`config.mk`:
```
export PLATFORM = sky130hd
export DESIGN_NAME = tmr3_capture_regs
export DESIGN_NICKNAME = d
export VERILOG_FILES = /design/src/hdl/tmr3_pkg.sv /design/src/hdl/tmr3_cmp_unit.sv /design/src/hdl/tmr3_capture_regs.sv
export SDC_FILE = /design/constraint.sdc
export NUM_CORES = 1
export LEC_CHECK = 0
export BUFFER_PORTS_ARGS = -buffer_cell sky130_fd_sc_hd__buf_2
export CAP_MARGIN = 40
export CORE_MARGIN = 2
export CORE_UTILIZATION = 40
export DETAILED_ROUTE_END_ITERATION = 8
export PLACE_DENSITY = 0.76
export SETUP_SLACK_MARGIN = 0.1
export SLEW_MARGIN = 20
export SYNTH_ARGS = -nofsm -noshare
export SYNTH_HDL_FRONTEND = slang
export SYNTH_SLANG_ARGS = --single-unit
```
`constraint.sdc`:
```
create_clock -name clk_i -period 1.4 [get_ports clk_i]
set_input_delay 0.14 -clock clk_i [delete_from_list [all_inputs] [get_ports clk_i]]
set_output_delay 0.14 -clock clk_i [all_outputs]
set_load 0.02 [all_outputs]
```
`src/hdl/tmr3_pkg.sv`:
```
// Constants shared by the timer three capture and compare register block.
package tmr3_pkg;

  // ****************************************************************
  // Widths
  // ****************************************************************
  localparam int unsigned BYTE_W = 8;
  localparam int unsigned WORD_W = 16;
  localparam int unsigned ADDR_W = 8;

  // ****************************************************************
  // Register byte addresses
  // ****************************************************************
  localparam logic [ADDR_W-1:0] CAP_LO_ADDR  = 8'h96;
  localparam logic [ADDR_W-1:0] CAP_HI_ADDR  = 8'h97;
  localparam logic [ADDR_W-1:0] CMPA_LO_ADDR = 8'h98;
  localparam logic [ADDR_W-1:0] CMPA_HI_ADDR = 8'h99;
  localparam logic [ADDR_W-1:0] CTRL_ADDR    = 8'h9a;

  // ****************************************************************
  // Reset values and field positions
  // ****************************************************************
  localparam logic [WORD_W-1:0] CAP_RESET   = 16'h0000;
  localparam logic [WORD_W-1:0] CMPA_RESET  = 16'h0000;
  localparam logic [BYTE_W-1:0] TEMP_RESET  = 8'h00;
  localparam logic [BYTE_W-1:0] CTRL_RESET  = 8'h00;
  localparam logic [BYTE_W-1:0] RDATA_IDLE  = 8'h00;
  localparam logic [WORD_W-1:0] FIXED_TOP   = 16'hffff;
  localparam int unsigned       CTRL_TOP_SEL = 0;
  localparam int unsigned       CTRL_PIN_EN  = 1;
  localparam logic [BYTE_W-1:0] CTRL_MASK   = 8'h03;

endpackage

```
`src/hdl/tmr3_cmp_unit.sv`:
```
// Compare A match detector and waveform pin driver.
`timescale 1ns/1ns
module tmr3_cmp_unit (
  // Clock and reset
  input  wire logic                        clk_i,
  input  wire logic                        rst_i,
  // Values to compare
  input  wire logic [tmr3_pkg::WORD_W-1:0] counter_i,
  input  wire logic [tmr3_pkg::WORD_W-1:0] compare_i,
  input  wire logic                        pin_en_i,
  // Results
  output logic                             match_o,
  output logic                             pin_o
);

  logic eq_prev_ff;
  logic match_ff;
  logic pin_ff;
  logic eq;

  assign eq = (counter_i == compare_i);

  // ****************************************************************
  // Match detection
  // ****************************************************************
  // A counter that halts on the compare value would otherwise fire on
  // every cycle, so only the first cycle of equality counts.
  always_ff @(posedge clk_i) begin
    if (rst_i) begin
      eq_prev_ff <= 1'b0;
      match_ff   <= 1'b0;
    end else begin
      eq_prev_ff <= eq;
      match_ff   <= eq & ~eq_prev_ff;
    end
  end

  always_ff @(posedge clk_i) begin
    if (rst_i) begin
      pin_ff <= 1'b0;
    end else if (match_ff && pin_en_i) begin
      pin_ff <= ~pin_ff;
    end
  end

  assign match_o = match_ff;
  assign pin_o   = pin_ff;
endmodule

```
`src/hdl/tmr3_capture_regs.sv`:
```
// Capture value and compare A registers of timer unit three.
//
// Overview of operation
// - Capture value joins the high byte location to the low byte location.
// - A full 16-bit value takes two byte accesses on the 8-bit bus.
// - A capture trigger copies the timer counter value into capture value.
// - Selected modes use the capture value as counter TOP.
// - Capture low byte sits at 0x96 below the high byte, reset zero.
// - Compare A is matched against the counter to drive match and pin.
//
// Strobed register access is this design's own decision.
`timescale 1ns/1ns
module tmr3_capture_regs (
  // Clock and reset
  input  wire logic                        clk_i,
  input  wire logic                        rst_i,
  // Register port
  input  wire logic [tmr3_pkg::ADDR_W-1:0] reg_addr_i,
  input  wire logic [tmr3_pkg::BYTE_W-1:0] reg_wdata_i,
  input  wire logic                        reg_wr_i,
  input  wire logic                        reg_rd_i,
  output logic      [tmr3_pkg::BYTE_W-1:0] reg_rdata_o,
  // Timer side
  input  wire logic [tmr3_pkg::WORD_W-1:0] timer_counter_value_i,
  input  wire logic                        capture_trigger_i,
  // Results
  output logic      [tmr3_pkg::WORD_W-1:0] capture_value_o,
  output logic      [tmr3_pkg::WORD_W-1:0] compare_a_value_o,
  output logic      [tmr3_pkg::WORD_W-1:0] top_value_o,
  output logic                             top_from_capture_o,
  output logic                             compare_a_match_o,
  output logic                             compare_a_waveform_pin_o
);

  // ****************************************************************
  // Helpers
  // ****************************************************************
  function automatic logic [tmr3_pkg::WORD_W-1:0] join_bytes(
    input logic [tmr3_pkg::BYTE_W-1:0] hi,
    input logic [tmr3_pkg::BYTE_W-1:0] lo
  );
    join_bytes = {hi, lo};
  endfunction

  function automatic logic [tmr3_pkg::BYTE_W-1:0] high_byte(
    input logic [tmr3_pkg::WORD_W-1:0] w
  );
    high_byte = w[tmr3_pkg::WORD_W-1:tmr3_pkg::BYTE_W];
  endfunction

  function automatic logic [tmr3_pkg::BYTE_W-1:0] low_byte(
    input logic [tmr3_pkg::WORD_W-1:0] w
  );
    low_byte = w[tmr3_pkg::BYTE_W-1:0];
  endfunction

  // ****************************************************************
  // Storage
  // ****************************************************************
  logic [tmr3_pkg::WORD_W-1:0] capture_value_ff;
  logic [tmr3_pkg::WORD_W-1:0] compare_a_value_ff;
  logic [tmr3_pkg::BYTE_W-1:0] temp_hi_ff;
  logic [tmr3_pkg::BYTE_W-1:0] ctrl_ff;
  logic [tmr3_pkg::BYTE_W-1:0] rdata_ff;
  logic [tmr3_pkg::BYTE_W-1:0] nxt_rdata;

  // ****************************************************************
  // Address decode
  // ****************************************************************
  logic wr_cap_lo;
  logic wr_cap_hi;
  logic wr_cmp_lo;
  logic wr_cmp_hi;
  logic wr_ctrl;
  logic rd_cap_lo;
  logic rd_cmp_lo;

  assign wr_cap_lo = reg_wr_i && (reg_addr_i == tmr3_pkg::CAP_LO_ADDR);
  assign wr_cap_hi = reg_wr_i && (reg_addr_i == tmr3_pkg::CAP_HI_ADDR);
  assign wr_cmp_lo = reg_wr_i && (reg_addr_i == tmr3_pkg::CMPA_LO_ADDR);
  assign wr_cmp_hi = reg_wr_i && (reg_addr_i == tmr3_pkg::CMPA_HI_ADDR);
  assign wr_ctrl   = reg_wr_i && (reg_addr_i == tmr3_pkg::CTRL_ADDR);
  assign rd_cap_lo = reg_rd_i && (reg_addr_i == tmr3_pkg::CAP_LO_ADDR);
  assign rd_cmp_lo = reg_rd_i && (reg_addr_i == tmr3_pkg::CMPA_LO_ADDR);

  // ****************************************************************
  // Shared high-byte latch
  // ****************************************************************
  // One latch serves both wide registers, so interleaving a capture
  // access with a compare access corrupts the pending high byte.
  always_ff @(posedge clk_i) begin
    if (rst_i) begin
      temp_hi_ff <= tmr3_pkg::TEMP_RESET;
    end else if (wr_cap_hi || wr_cmp_hi) begin
      temp_hi_ff <= reg_wdata_i;
    end else if (rd_cap_lo) begin
      temp_hi_ff <= high_byte(capture_value_ff);
    end else if (rd_cmp_lo) begin
      temp_hi_ff <= high_byte(compare_a_value_ff);
    end
  end

  // ****************************************************************
  // Capture value
  // ****************************************************************
  // A hardware capture outranks a software write in the same cycle:
  // the measured event must never be lost.
  always_ff @(posedge clk_i) begin
    if (rst_i) begin
      capture_value_ff <= tmr3_pkg::CAP_RESET;
    end else if (capture_trigger_i) begin
      capture_value_ff <= timer_counter_value_i;
    end else if (wr_cap_lo) begin
      capture_value_ff <= join_bytes(temp_hi_ff, reg_wdata_i);
    end
  end

  // ****************************************************************
  // Compare A value
  // ****************************************************************
  always_ff @(posedge clk_i) begin
    if (rst_i) begin
      compare_a_value_ff <= tmr3_pkg::CMPA_RESET;
    end else if (wr_cmp_lo) begin
      compare_a_value_ff <= join_bytes(temp_hi_ff, reg_wdata_i);
    end
  end

  // ****************************************************************
  // Control
  // ****************************************************************
  always_ff @(posedge clk_i) begin
    if (rst_i) begin
      ctrl_ff <= tmr3_pkg::CTRL_RESET;
    end else if (wr_ctrl) begin
      ctrl_ff <= reg_wdata_i & tmr3_pkg::CTRL_MASK;
    end
  end

  // ****************************************************************
  // Read path
  // ****************************************************************
  // Reading a high byte returns the latch, which holds the value
  // frozen by the preceding low byte read.
  always_comb begin
    nxt_rdata = tmr3_pkg::RDATA_IDLE;
    if (reg_rd_i) begin
      case (reg_addr_i)
        tmr3_pkg::CAP_LO_ADDR:  nxt_rdata = low_byte(capture_value_ff);
        tmr3_pkg::CAP_HI_ADDR:  nxt_rdata = temp_hi_ff;
        tmr3_pkg::CMPA_LO_ADDR: nxt_rdata = low_byte(compare_a_value_ff);
        tmr3_pkg::CMPA_HI_ADDR: nxt_rdata = temp_hi_ff;
        tmr3_pkg::CTRL_ADDR:    nxt_rdata = ctrl_ff;
        default:                nxt_rdata = tmr3_pkg::RDATA_IDLE;
      endcase
    end
  end

  always_ff @(posedge clk_i) begin
    if (rst_i) begin
      rdata_ff <= tmr3_pkg::RDATA_IDLE;
    end else begin
      rdata_ff <= nxt_rdata;
    end
  end

  // ****************************************************************
  // Outputs
  // ****************************************************************
  assign reg_rdata_o        = rdata_ff;
  assign capture_value_o    = capture_value_ff;
  assign compare_a_value_o  = compare_a_value_ff;
  assign top_from_capture_o = ctrl_ff[tmr3_pkg::CTRL_TOP_SEL];
  assign top_value_o        = top_from_capture_o ? capture_value_ff
                                                 : tmr3_pkg::FIXED_TOP;

  tmr3_cmp_unit u_cmp (
    .clk_i     (clk_i),
    .rst_i     (rst_i),
    .counter_i (timer_counter_value_i),
    .compare_i (compare_a_value_ff),
    .pin_en_i  (ctrl_ff[tmr3_pkg::CTRL_PIN_EN]),
    .match_o   (compare_a_match_o),
    .pin_o     (compare_a_waveform_pin_o)
  );
endmodule

```
### Yosys cells after proc, flatten, opt, wreduce, memory -nomap -nowiden

Index checks and enable logic that the tools add are counted.

| cells by class | value |
|---|---|
| eq/ne operators | 6 |
| mux-type cells | 7 |
| bitwise logic cells | 4 |
| reductions and logical operators | 13 |

Operators by type and width:

| operator | number |
|---|---|
| $mux W16 | 3 |
| $eq A8 B8 Y1 const B | 5 |
| $pmux W8 S4 | 1 |
| $mux W8 | 3 |
| $eq A16 B16 Y1 | 1 |
| $logic_and A1 B1 Y1 | 8 |
| $reduce_or A2 Y1 | 2 |
| $not A1 Y1 | 3 |
| $reduce_bool A3 Y1 | 1 |
| $reduce_bool A2 Y1 | 1 |
| $and A1 B1 Y1 | 1 |
| $logic_or A1 B1 Y1 | 1 |

| word-level totals | value |
|---|---|
| flip-flop bits (word level) | 53 |
| input port bits | 37 |
| output and inout port bits | 59 |
| word-level logic and storage cells | 38 |

### Logic depth before layout (Yosys ltp)

Gate-level depths: netlist (run 1).

| depth | value |
|---|---|
| depth in word-level cells | 5 |
| gate-level depth with buffers | 6 |
| depth with buffers taken out | 4 |

### By module

From an unflattened synthesis (run 1), not the netlist that was laid out.

| second synthesis, totals | value |
|---|---|
| cell total of the unflattened synthesis | 324 |
| area, all modules | 2771.4 sq um |

By module, submodules not included:

| module | times used | cells an instance | area each (sq um) | seq. area each (sq um) |
|---|---|---|---|---|
| tmr3_capture_regs | 1 | 295 | 2497.4 | 1001.0 |
| tmr3_cmp_unit | 1 | 29 | 274.0 | 60.1 |

### Worst setup path after synthesis (run 1)

Ideal clock, no wire load.

| timing path | value |
|---|---|
| kind | input-to-reg |
| start point | input reg_addr_i[1] (netlist name) |
| end point | register temp_hi_ff[0] (netlist name) |
| library setup time | 122 ps |
| data arrival time | 1165 ps |
| required time | 1278 ps |
| setup slack | 113 ps |
| stages | 5 |
| path buffers | 1 |
| cell sequence | and3b_1 buf_4 or2_1 and4_4 a221o_1 |

| on the way | value |
|---|---|
| word-level cells in the longest chain between the ends | 4 |
| elaborated cells between the ends (all ways) | 12 |
| classes of those cells | eq/ne (4); mux (2); reduce/logical (6) |

RTL lines:

| what | line | text |
|---|---|---|
| start: declaration | tmr3_capture_regs.sv:18 | `input wire logic [tmr3_pkg::ADDR_W-1:0] reg_addr_i,` |
| $eq A8 B8 Y1, on equally long branches | tmr3_capture_regs.sv:83, tmr3_capture_regs.sv:79, tmr3_capture_regs.sv:81 |  |
| $logic_and A1 B1 Y1, on equally long branches | tmr3_capture_regs.sv:83, tmr3_capture_regs.sv:79, tmr3_capture_regs.sv:81 |  |
| $mux W8 / $logic_or A1 B1 Y1 (equally long branches) | tmr3_capture_regs.sv:96, tmr3_capture_regs.sv:94 |  |
| $mux W8 / $reduce_bool A3 Y1 (equally long branches) | n/a |  |
| end signal: assignment | tmr3_capture_regs.sv:93 | `temp_hi_ff <= tmr3_pkg::TEMP_RESET;` |
| end signal: assignment | tmr3_capture_regs.sv:95 | `temp_hi_ff <= reg_wdata_i;` |
| end signal: assignment | tmr3_capture_regs.sv:97 | `temp_hi_ff <= high_byte(capture_value_ff);` |
| end: declaration | tmr3_capture_regs.sv:62 | `logic [tmr3_pkg::BYTE_W-1:0] temp_hi_ff;` |

Several ways; a longest one is shown, not always the timed one.
A chain may end at the register's enable or synchronous reset.

### Worst setup path after layout (run 1)

| timing path | value |
|---|---|
| start point | register compare_a_value_ff, in the netlist compare_a_value_o[11] |
| end point | register u_cmp.match_ff (netlist: u_cmp.match_o) |

| on the way | value |
|---|---|
| word-level cells in the longest chain between the ends | 2 |

RTL lines:

| what | line | text |
|---|---|---|
| start: declaration | tmr3_capture_regs.sv:61 | `logic [tmr3_pkg::WORD_W-1:0] compare_a_value_ff;` |
| start signal: assignment | tmr3_capture_regs.sv:123 | `compare_a_value_ff <= tmr3_pkg::CMPA_RESET;` |
| start signal: assignment | tmr3_capture_regs.sv:125 | `compare_a_value_ff <= join_bytes(temp_hi_ff, reg_wdata_i);` |
| $eq A16 B16 Y1 | tmr3_cmp_unit.sv:21 | `assign eq = (counter_i == compare_i);` |
| $and A1 B1 Y1 | tmr3_cmp_unit.sv:34 | `match_ff <= eq & ~eq_prev_ff;` |
| end signal: assignment | tmr3_cmp_unit.sv:34 |  |
| end: declaration | tmr3_cmp_unit.sv:17 | `logic match_ff;` |

Every way passes these cells.

==> impl_metrics.json, run 1 <==
{
  "status": "finished, final reports clean",
  "yosysMostFrequentCell": "dfxtp_1",
  "numCtsBuffers": 5,
  "clk_latency_ps": 320,
  "seq_area_um2": 1070,
  "die_width_um": 85.1,
  "holdPathStages": 2,
  "grt_pass1_wl_um": 12400,
  "wirelength_um": 7960,
  "p_switching_mw": 0.772,
  "min_from": "reg_wdata_i[7]",
  "fin_setup_tns_ps": 0,
  "cts_buffer_depth": 2,
  "hp-class": "primary input to flop",
  "clkTransAtPathRegs_ps": 100,
  "arrival_ps": 1480,
  "wire_per_inst_um": 16.7,
  "synth_common_cells": "53 x dfxtp_1, 37 x mux2i_1, 36 x nor2_1",
  "dr.first_iter.drc_count": 231,
  "synth_top_family_by_area": "simple AND/OR/NAND/NOR gates",
  "initial_core_util": 0.415,
  "syn_area_um2": 2630,
  "synth_cells": 282,
  "netlist.area_leader.share": 0.403,
  "dp_hpwl_um": 5940,
  "crit_slowest_cell": "dfxtp_1",
  "post_cts_buffers": 0,
  "crit_fanout": 2,
  "antenna_left": 0,
  "yosys.cell_types.count": 42,
  "clockRootBuffer": "clkbuf_8",
  "fmax_mhz": 799,
  "r2r_slack_ps": 150,
  "peakVddDrop_uv": 574,
  "switching_share": 0.274,
  "cts_tree": "done",
  "p_int_mw": 2.05,
  "synthAdderAreaFrac": 0,
  "maxSlewHeadroom": 0.519,
  "finalHoldViolCount": 0,
  "layout.nets": 435,
  "drc": 0,
  "grt_max_degree": 19,
  "vias": 2557,
  "slowest_delay_ps": 340,
  "p_total_mw": 2.82,
  "clock_sinks": 53,
  "synth_area_per_cell_um2": 9.34,
  "htree_levels": 2,
  "dieHeight_um": 85.1,
  "path_cells": "xor2_1 > nor4_2 > nand2_1 > nor4b_2",
  "r2r_start": "compare_a_value_o[11]$_SDFFE_PP0P_",
  "track_usage": 0.218,
  "core_um2": 6350,
  "ios": 96,
  "gp_congestion": 0.855,
  "combPwrFrac": 0.141,
  "layout_setup_ws_ps": 148,
  "fillers": 597,
  "synth-warning-count": 0,
  "syn-num-nets": 319,
  "worst_setup_path_start_kind": "flop",
  "synth_compound_area_frac": 0.169,
  "worst_hold_path.endpoint": "temp_hi_ff[7]$_SDFFE_PP0P_",
  "yosysSeqAreaShare": 0.403,
  "via_per_inst": 5.37,
  "synth_edf_count": 0,
  "antenna_cells": 0,
  "cts-hold-fix-buffers": 0,
  "stdcell_count": 476,
  "worst-setup-path-type": "flop to flop",
  "cp_top_family": "simple AND/OR/NAND/NOR gates",
  "rsz0062_at_grt": "yes",
  "multi_input_area_um2": 1490,
  "area_growth_pct": 32.6,
  "yosysTopAreaCell": "dfxtp_1",
  "setup_violations": 0,
  "p_seq_frac": 0.556,
  "ff2ff_path_depth": 4,
  "required_ps": 1630,
  "path_buf_inv": 0,
  "synth_xor_area_frac": 0.0566,
  "fin_crit_sh": 0.894,
  "timing.rr.end": "u_cmp.match_o$_SDFF_PP0_",
  "synthArstFlopShare": 0,
  "num_rows": 29,
  "powerDensity_nw_per_um2": 809,
  "yosys-top-cells-area": "dfxtp_1 40%, mux2i_1 14%, nor2_1 5.1%, nand2b_1 4.0%, a22oi_1 3.1%",
  "period_minus_slack_ps": 1250,
  "startpoint": "compare_a_value_o[11]$_SDFFE_PP0P_",
  "post-place-ws_ps": -105,
  "endpoint_kind": "flop",
  "drtPass1Iterations": 4,
  "synthFlopType": "dfxtp_1",
  "overflow": 0,
  "synthMuxAreaShare": 0.145,
  "die-area_um2": 7250,
  "synth-seq-cells": 53,
  "cap_violations": 0,
  "placedCellCount": 468,
  "drv_slew": 0,
  "first_global_vias": 2440,
  "synthSimpleGateAreaFrac": 0.190,
  "p_leak_nw": 1.65,
  "clkPwrFrac": 0.303,
  "antenna_found_initial": 0,
  "drive_above_1_share": 0.363,
  "max_slew.worst_pin.slew_ps": 719,
  "portBuffers": 95,
  "skew_ps": 9.49
}
[metal layers]
layer | track usage | vias to the layer above | routed length (µm)
met5 | 0 | - | 0
met4 | 0.0476 | 0 | 76
met3 | 0.0554 | 9 | 625
met2 | 0.352 | 102 | 3720
met1 | 0.294 | 1193 | 3530
li1 | - | 1253 | -
[power by group through the flow]
stage / Sequential, mW / Clock, mW / Combinational (mW)
floorplan: 1.64 / 0 / 0.171
global placement: 1.60 / 0 / 0.383
detailed placement: 1.61 / 0 / 0.389
CTS: 1.57 / 0.865 / 0.391
global route: 1.58 / 0.932 / 0.424
finish: 1.57 / 0.855 / 0.397
[worst max-delay path by stage]
| stage | end | slack [ps] | cells after the start |
|---|---|---|---|
| finish | u_cmp.match_o$_SDFF_PP0_ | 150 | 4 |
| global route | u_cmp.match_o$_SDFF_PP0_ | 40 | 4 |
| CTS | u_cmp.eq_prev_ff$_SDFF_PP0_ | 90 | 4 |
| detailed placement | temp_hi_ff[6]$_SDFFE_PP0P_ | -110 | 5 |
| global placement | temp_hi_ff[6]$_SDFFE_PP0P_ | -80 | 5 |
| floorplan | temp_hi_ff[0]$_SDFFE_PP0P_ | 110 | 5 |
[timing repair]
action / 4_1_cts / 5_1_grt
resized for setup: 2 / 7
endpoints found under the setup margin: 14 / 15
pin swaps: 0 / 3
[metrics by stage]
step           utilization  instance area (µm²)  hold slack, ps
6_report             0.550                 3490            88.3
5_1_grt              0.550                 3490            97.8
4_1_cts              0.545                 3460            83.6
3_5_place_dp         0.530                 3370             387
3_3_place_gp         0.530                 3370             379
2_1_floorplan            -                 2630             278
[sequential cells by signal, indices dropped and copies added (netlist names)]
signal             cells
u_cmp.eq_prev_ff       1
u_cmp.match_o          1
capture_value_o       16
reg_rdata_o            8
u_cmp.pin_o            1
ctrl_ff                2
temp_hi_ff             8
compare_a_value_o     16
[cell type report]
cell class | instances | share of cell area
Tap cell | 77 | 0.0276
Inverter | 6 | 0.00645
Timing Repair Buffer | 125 | 0.208
Clock inverter | 3 | 0.00502
Sequential cell | 53 | 0.305
Clock buffer | 5 | 0.0197
Multi-Input combinational cell | 207 | 0.428
[cells in the final DEF (no fill, tap or decap), types with 2 or more instances in the layout]
| cell type | synthesis | layout |
|---|---|---|
| buf_2 | 6 | 95 |
| dfxtp_1 | 53 | 51 |
| mux2i_1 | 37 | 37 |
| nor2_1 | 36 | 36 |
| buf_4 | 2 | 28 |
| nand2b_1 | 17 | 17 |
| a21oi_1 | 16 | 16 |
| o21ai_0 | 15 | 15 |
| a22oi_1 | 11 | 11 |
| xor2_1 | 9 | 9 |
| xnor2_1 | 8 | 8 |
| a22o_1 | 6 | 6 |
| inv_1 | 5 | 5 |
| nand2_1 | 5 | 5 |
| nand3_1 | 5 | 5 |
| a221o_1 | 5 | 5 |
| clkbuf_8 | 0 | 5 |
| and3b_1 | 3 | 3 |
| nand3b_1 | 3 | 3 |
| nand4_1 | 3 | 3 |
| o221ai_1 | 3 | 3 |
| a211oi_1 | 3 | 3 |
| nor4_1 | 4 | 2 |
| nor4_2 | 0 | 2 |
| clkinv_2 | 0 | 2 |
| buf_12 | 0 | 2 |
[logic make-up (layout without fill, tap and decap cells)]
kind of cell           Yosys count  in the layout
AND/OR/NAND/NOR                 87             87
multiplexers                    38             38
XOR/XNOR                        17             17
AO/OA/AOI/OAI                   65             65
buffers and inverters           22            139
flip-flops                      53             53
No activity file was read; power rests on OpenSTA's default activity.
==> run 2: changes to the inputs <==
--- a/config.mk
+++ b/config.mk
@@ -5,6 +5,7 @@
 export SDC_FILE = /design/constraint.sdc
 export NUM_CORES = 1
 export LEC_CHECK = 0
+export ABC_CLOCK_PERIOD_IN_PS = 1490
 export BUFFER_PORTS_ARGS = -buffer_cell sky130_fd_sc_hd__buf_2
 export CAP_MARGIN = 40
 export CORE_MARGIN = 2
==> constraint.sdc (replaced) <==
create_clock -name clk_i -period 1.49 [get_ports clk_i]
set_input_delay 0.149 -clock clk_i [delete_from_list [all_inputs] [get_ports clk_i]]
set_output_delay 0.149 -clock clk_i [all_outputs]
set_load 0.02 [all_outputs]
==> run 2 against run 1 <==
Against the previous run:
- final area down 1.3%
- total power down 5.9%
- critical path depth down 1
- worst setup slack better by 17 ps
- routed wire length up 0.23%
- die area unchanged
- combinational power down 7.6%
- largest power group unchanged
==> impl_metrics.json, run 2 (synthesis gave the netlist of run 1 again) <==
{
  "vias": 2561,
  "layout.nets": 433,
  "clock_sinks": 53,
  "dieHeight_um": 85.1,
  "multi_input_area_um2": 1480,
  "layout_commonest_cell": "buf_2",
  "setup_violations": 0,
  "drv_slew": 0,
  "overflow": 0,
  "grt_max_degree": 17,
  "fin_crit_sh": 0.890,
  "cts-hold-fix-buffers": 0,
  "worst-setup-path-type": "flop to primary output",
  "arrival_ps": 1180,
  "dr.first_iter.drc_count": 228,
  "final_cell_mix": "95 x buf_2, 52 x dfxtp_1, 37 x mux2i_1, 36 x nor2_1, 27 x buf_4",
  "htree_levels": 2,
  "peakVddDrop_uv": 393,
  "via_per_inst": 5.40,
  "num_rows": 29,
  "numCtsBuffers": 5,
  "maxSlewHeadroom": 0.708,
  "clockRootBuffer": "clkbuf_8",
  "cap_violations": 0,
  "skew_ps": 3.50,
  "design_area_um2": 3450,
  "rsz0062_at_grt": "yes",
  "area_growth_pct": 30.9,
  "finalHoldViolCount": 0,
  "powerDensity_nw_per_um2": 771,
  "required_ps": 1340,
  "wire_per_inst_um": 16.8,
  "clkTransAtPathRegs_ps": 90,
  "period_minus_slack_ps": 1330,
  "gp_congestion": 0.871,
  "clk_latency_ps": 310,
  "cts_tree": "done",
  "worst_setup_path_start_kind": "flop",
  "placedCellCount": 466,
  "drive_above_1_share": 0.348,
  "post-place-ws_ps": -31.1,
  "core_um2": 6350,
  "drc": 0,
  "grt_pass1_wl_um": 12600,
  "ios": 96,
  "portBuffers": 95,
  "track_usage": 0.220,
  "status": "finished, final reports clean",
  "dp_hpwl_um": 6140,
  "layout_setup_ws_ps": 164,
  "p_leak_nw": 1.63,
  "fmax_mhz": 754,
  "antenna_left": 0,
  "crit_fanout": 10,
  "cts_buffer_depth": 2,
  "hp-class": "primary input to flop",
  "seq_area_um2": 1060,
  "wirelength_um": 7970,
  "die_width_um": 85.1,
  "endpoint_kind": "primary output",
  "fin_setup_tns_ps": 0,
  "antenna_cells": 0,
  "fillers": 587,
  "initial_core_util": 0.415,
  "first_global_vias": 2488,
  "antenna_found_initial": 0,
  "die-area_um2": 7250,
  "stdcell_count": 474,
  "max_slew.worst_pin.slew_ps": 437,
  "drtPass1Iterations": 4,
  "dpl_cell_area_um2": 3350
}
-- run 2: path summary, 6_finish.rpt --
| path | start | to | slack (ps) | cells past startpoint |
|---|---|---|---|---|
| setup / recovery | ctrl_ff[0]$_SDFFE_PP0P_ | top_value_o[6] | 160 | 3 |
| hold / removal | reg_wdata_i[6] | compare_a_value_o[6]$_SDFFE_PP0P_ | 110 | 3 |
| setup reg to reg | compare_a_value_o[12]$_SDFFE_PP0P_ | u_cmp.eq_prev_ff$_SDFF_PP0_ | 190 | 4 |
| hold reg to reg | u_cmp.eq_prev_ff$_SDFF_PP0_ | u_cmp.match_o$_SDFF_PP0_ | 400 | 1 |
-- run 2: critical path, cell delays in order (launching register included) --
cell	delay [ps]
dfxtp_4	410
buf_4	200
nand2b_1	90
buf_2	160
-- run 2: power breakdown --
part           total (mW)  switching, mW  leakage [nW]  internal (mW)
registers            1.47         0.0297         0.431           1.44
clock network       0.814          0.480        0.0385          0.334
logic               0.367          0.214          1.16          0.153
-- run 2: what timing repair did --
action,4_1_cts,5_1_grt
buffers inserted,0,0
setup endpoints to repair,14,9
resized for setup,1,2
-- run 2: routing by layer --
metal | share of wire | vias up | wire, µm | global-route usage
li1 | - | 1244 | - | -
met1 | 0.43 | 1203 | 3420 | 0.283
met2 | 0.48 | 106 | 3800 | 0.370
met3 | 0.080 | 8 | 640 | 0.0447
met4 | 0.013 | 0 | 107 | 0.0664
met5 | 0 | - | 0 | 0
-- run 2: layout make-up --
cell class / count / share of cell area
Multi-Input combinational cell: 207 / 0.430
Sequential cell: 53 / 0.309
Timing Repair Buffer: 123 / 0.203
Tap cell: 77 / 0.0280
Clock buffer: 7 / 0.0221
Inverter: 6 / 0.00654
Clock inverter: 1 / 0.00218
-- run 2: metrics by stage --
stage | utilization | hold slack, ps | power [mW]
finish | 0.543 | 109 | 2.66
global route | 0.543 | 100 | 2.76
CTS | 0.541 | 104 | 2.67
detailed placement | 0.528 | 386 | 1.87
global placement | 0.528 | 379 | 1.86
floorplan | - | 287 | 1.70
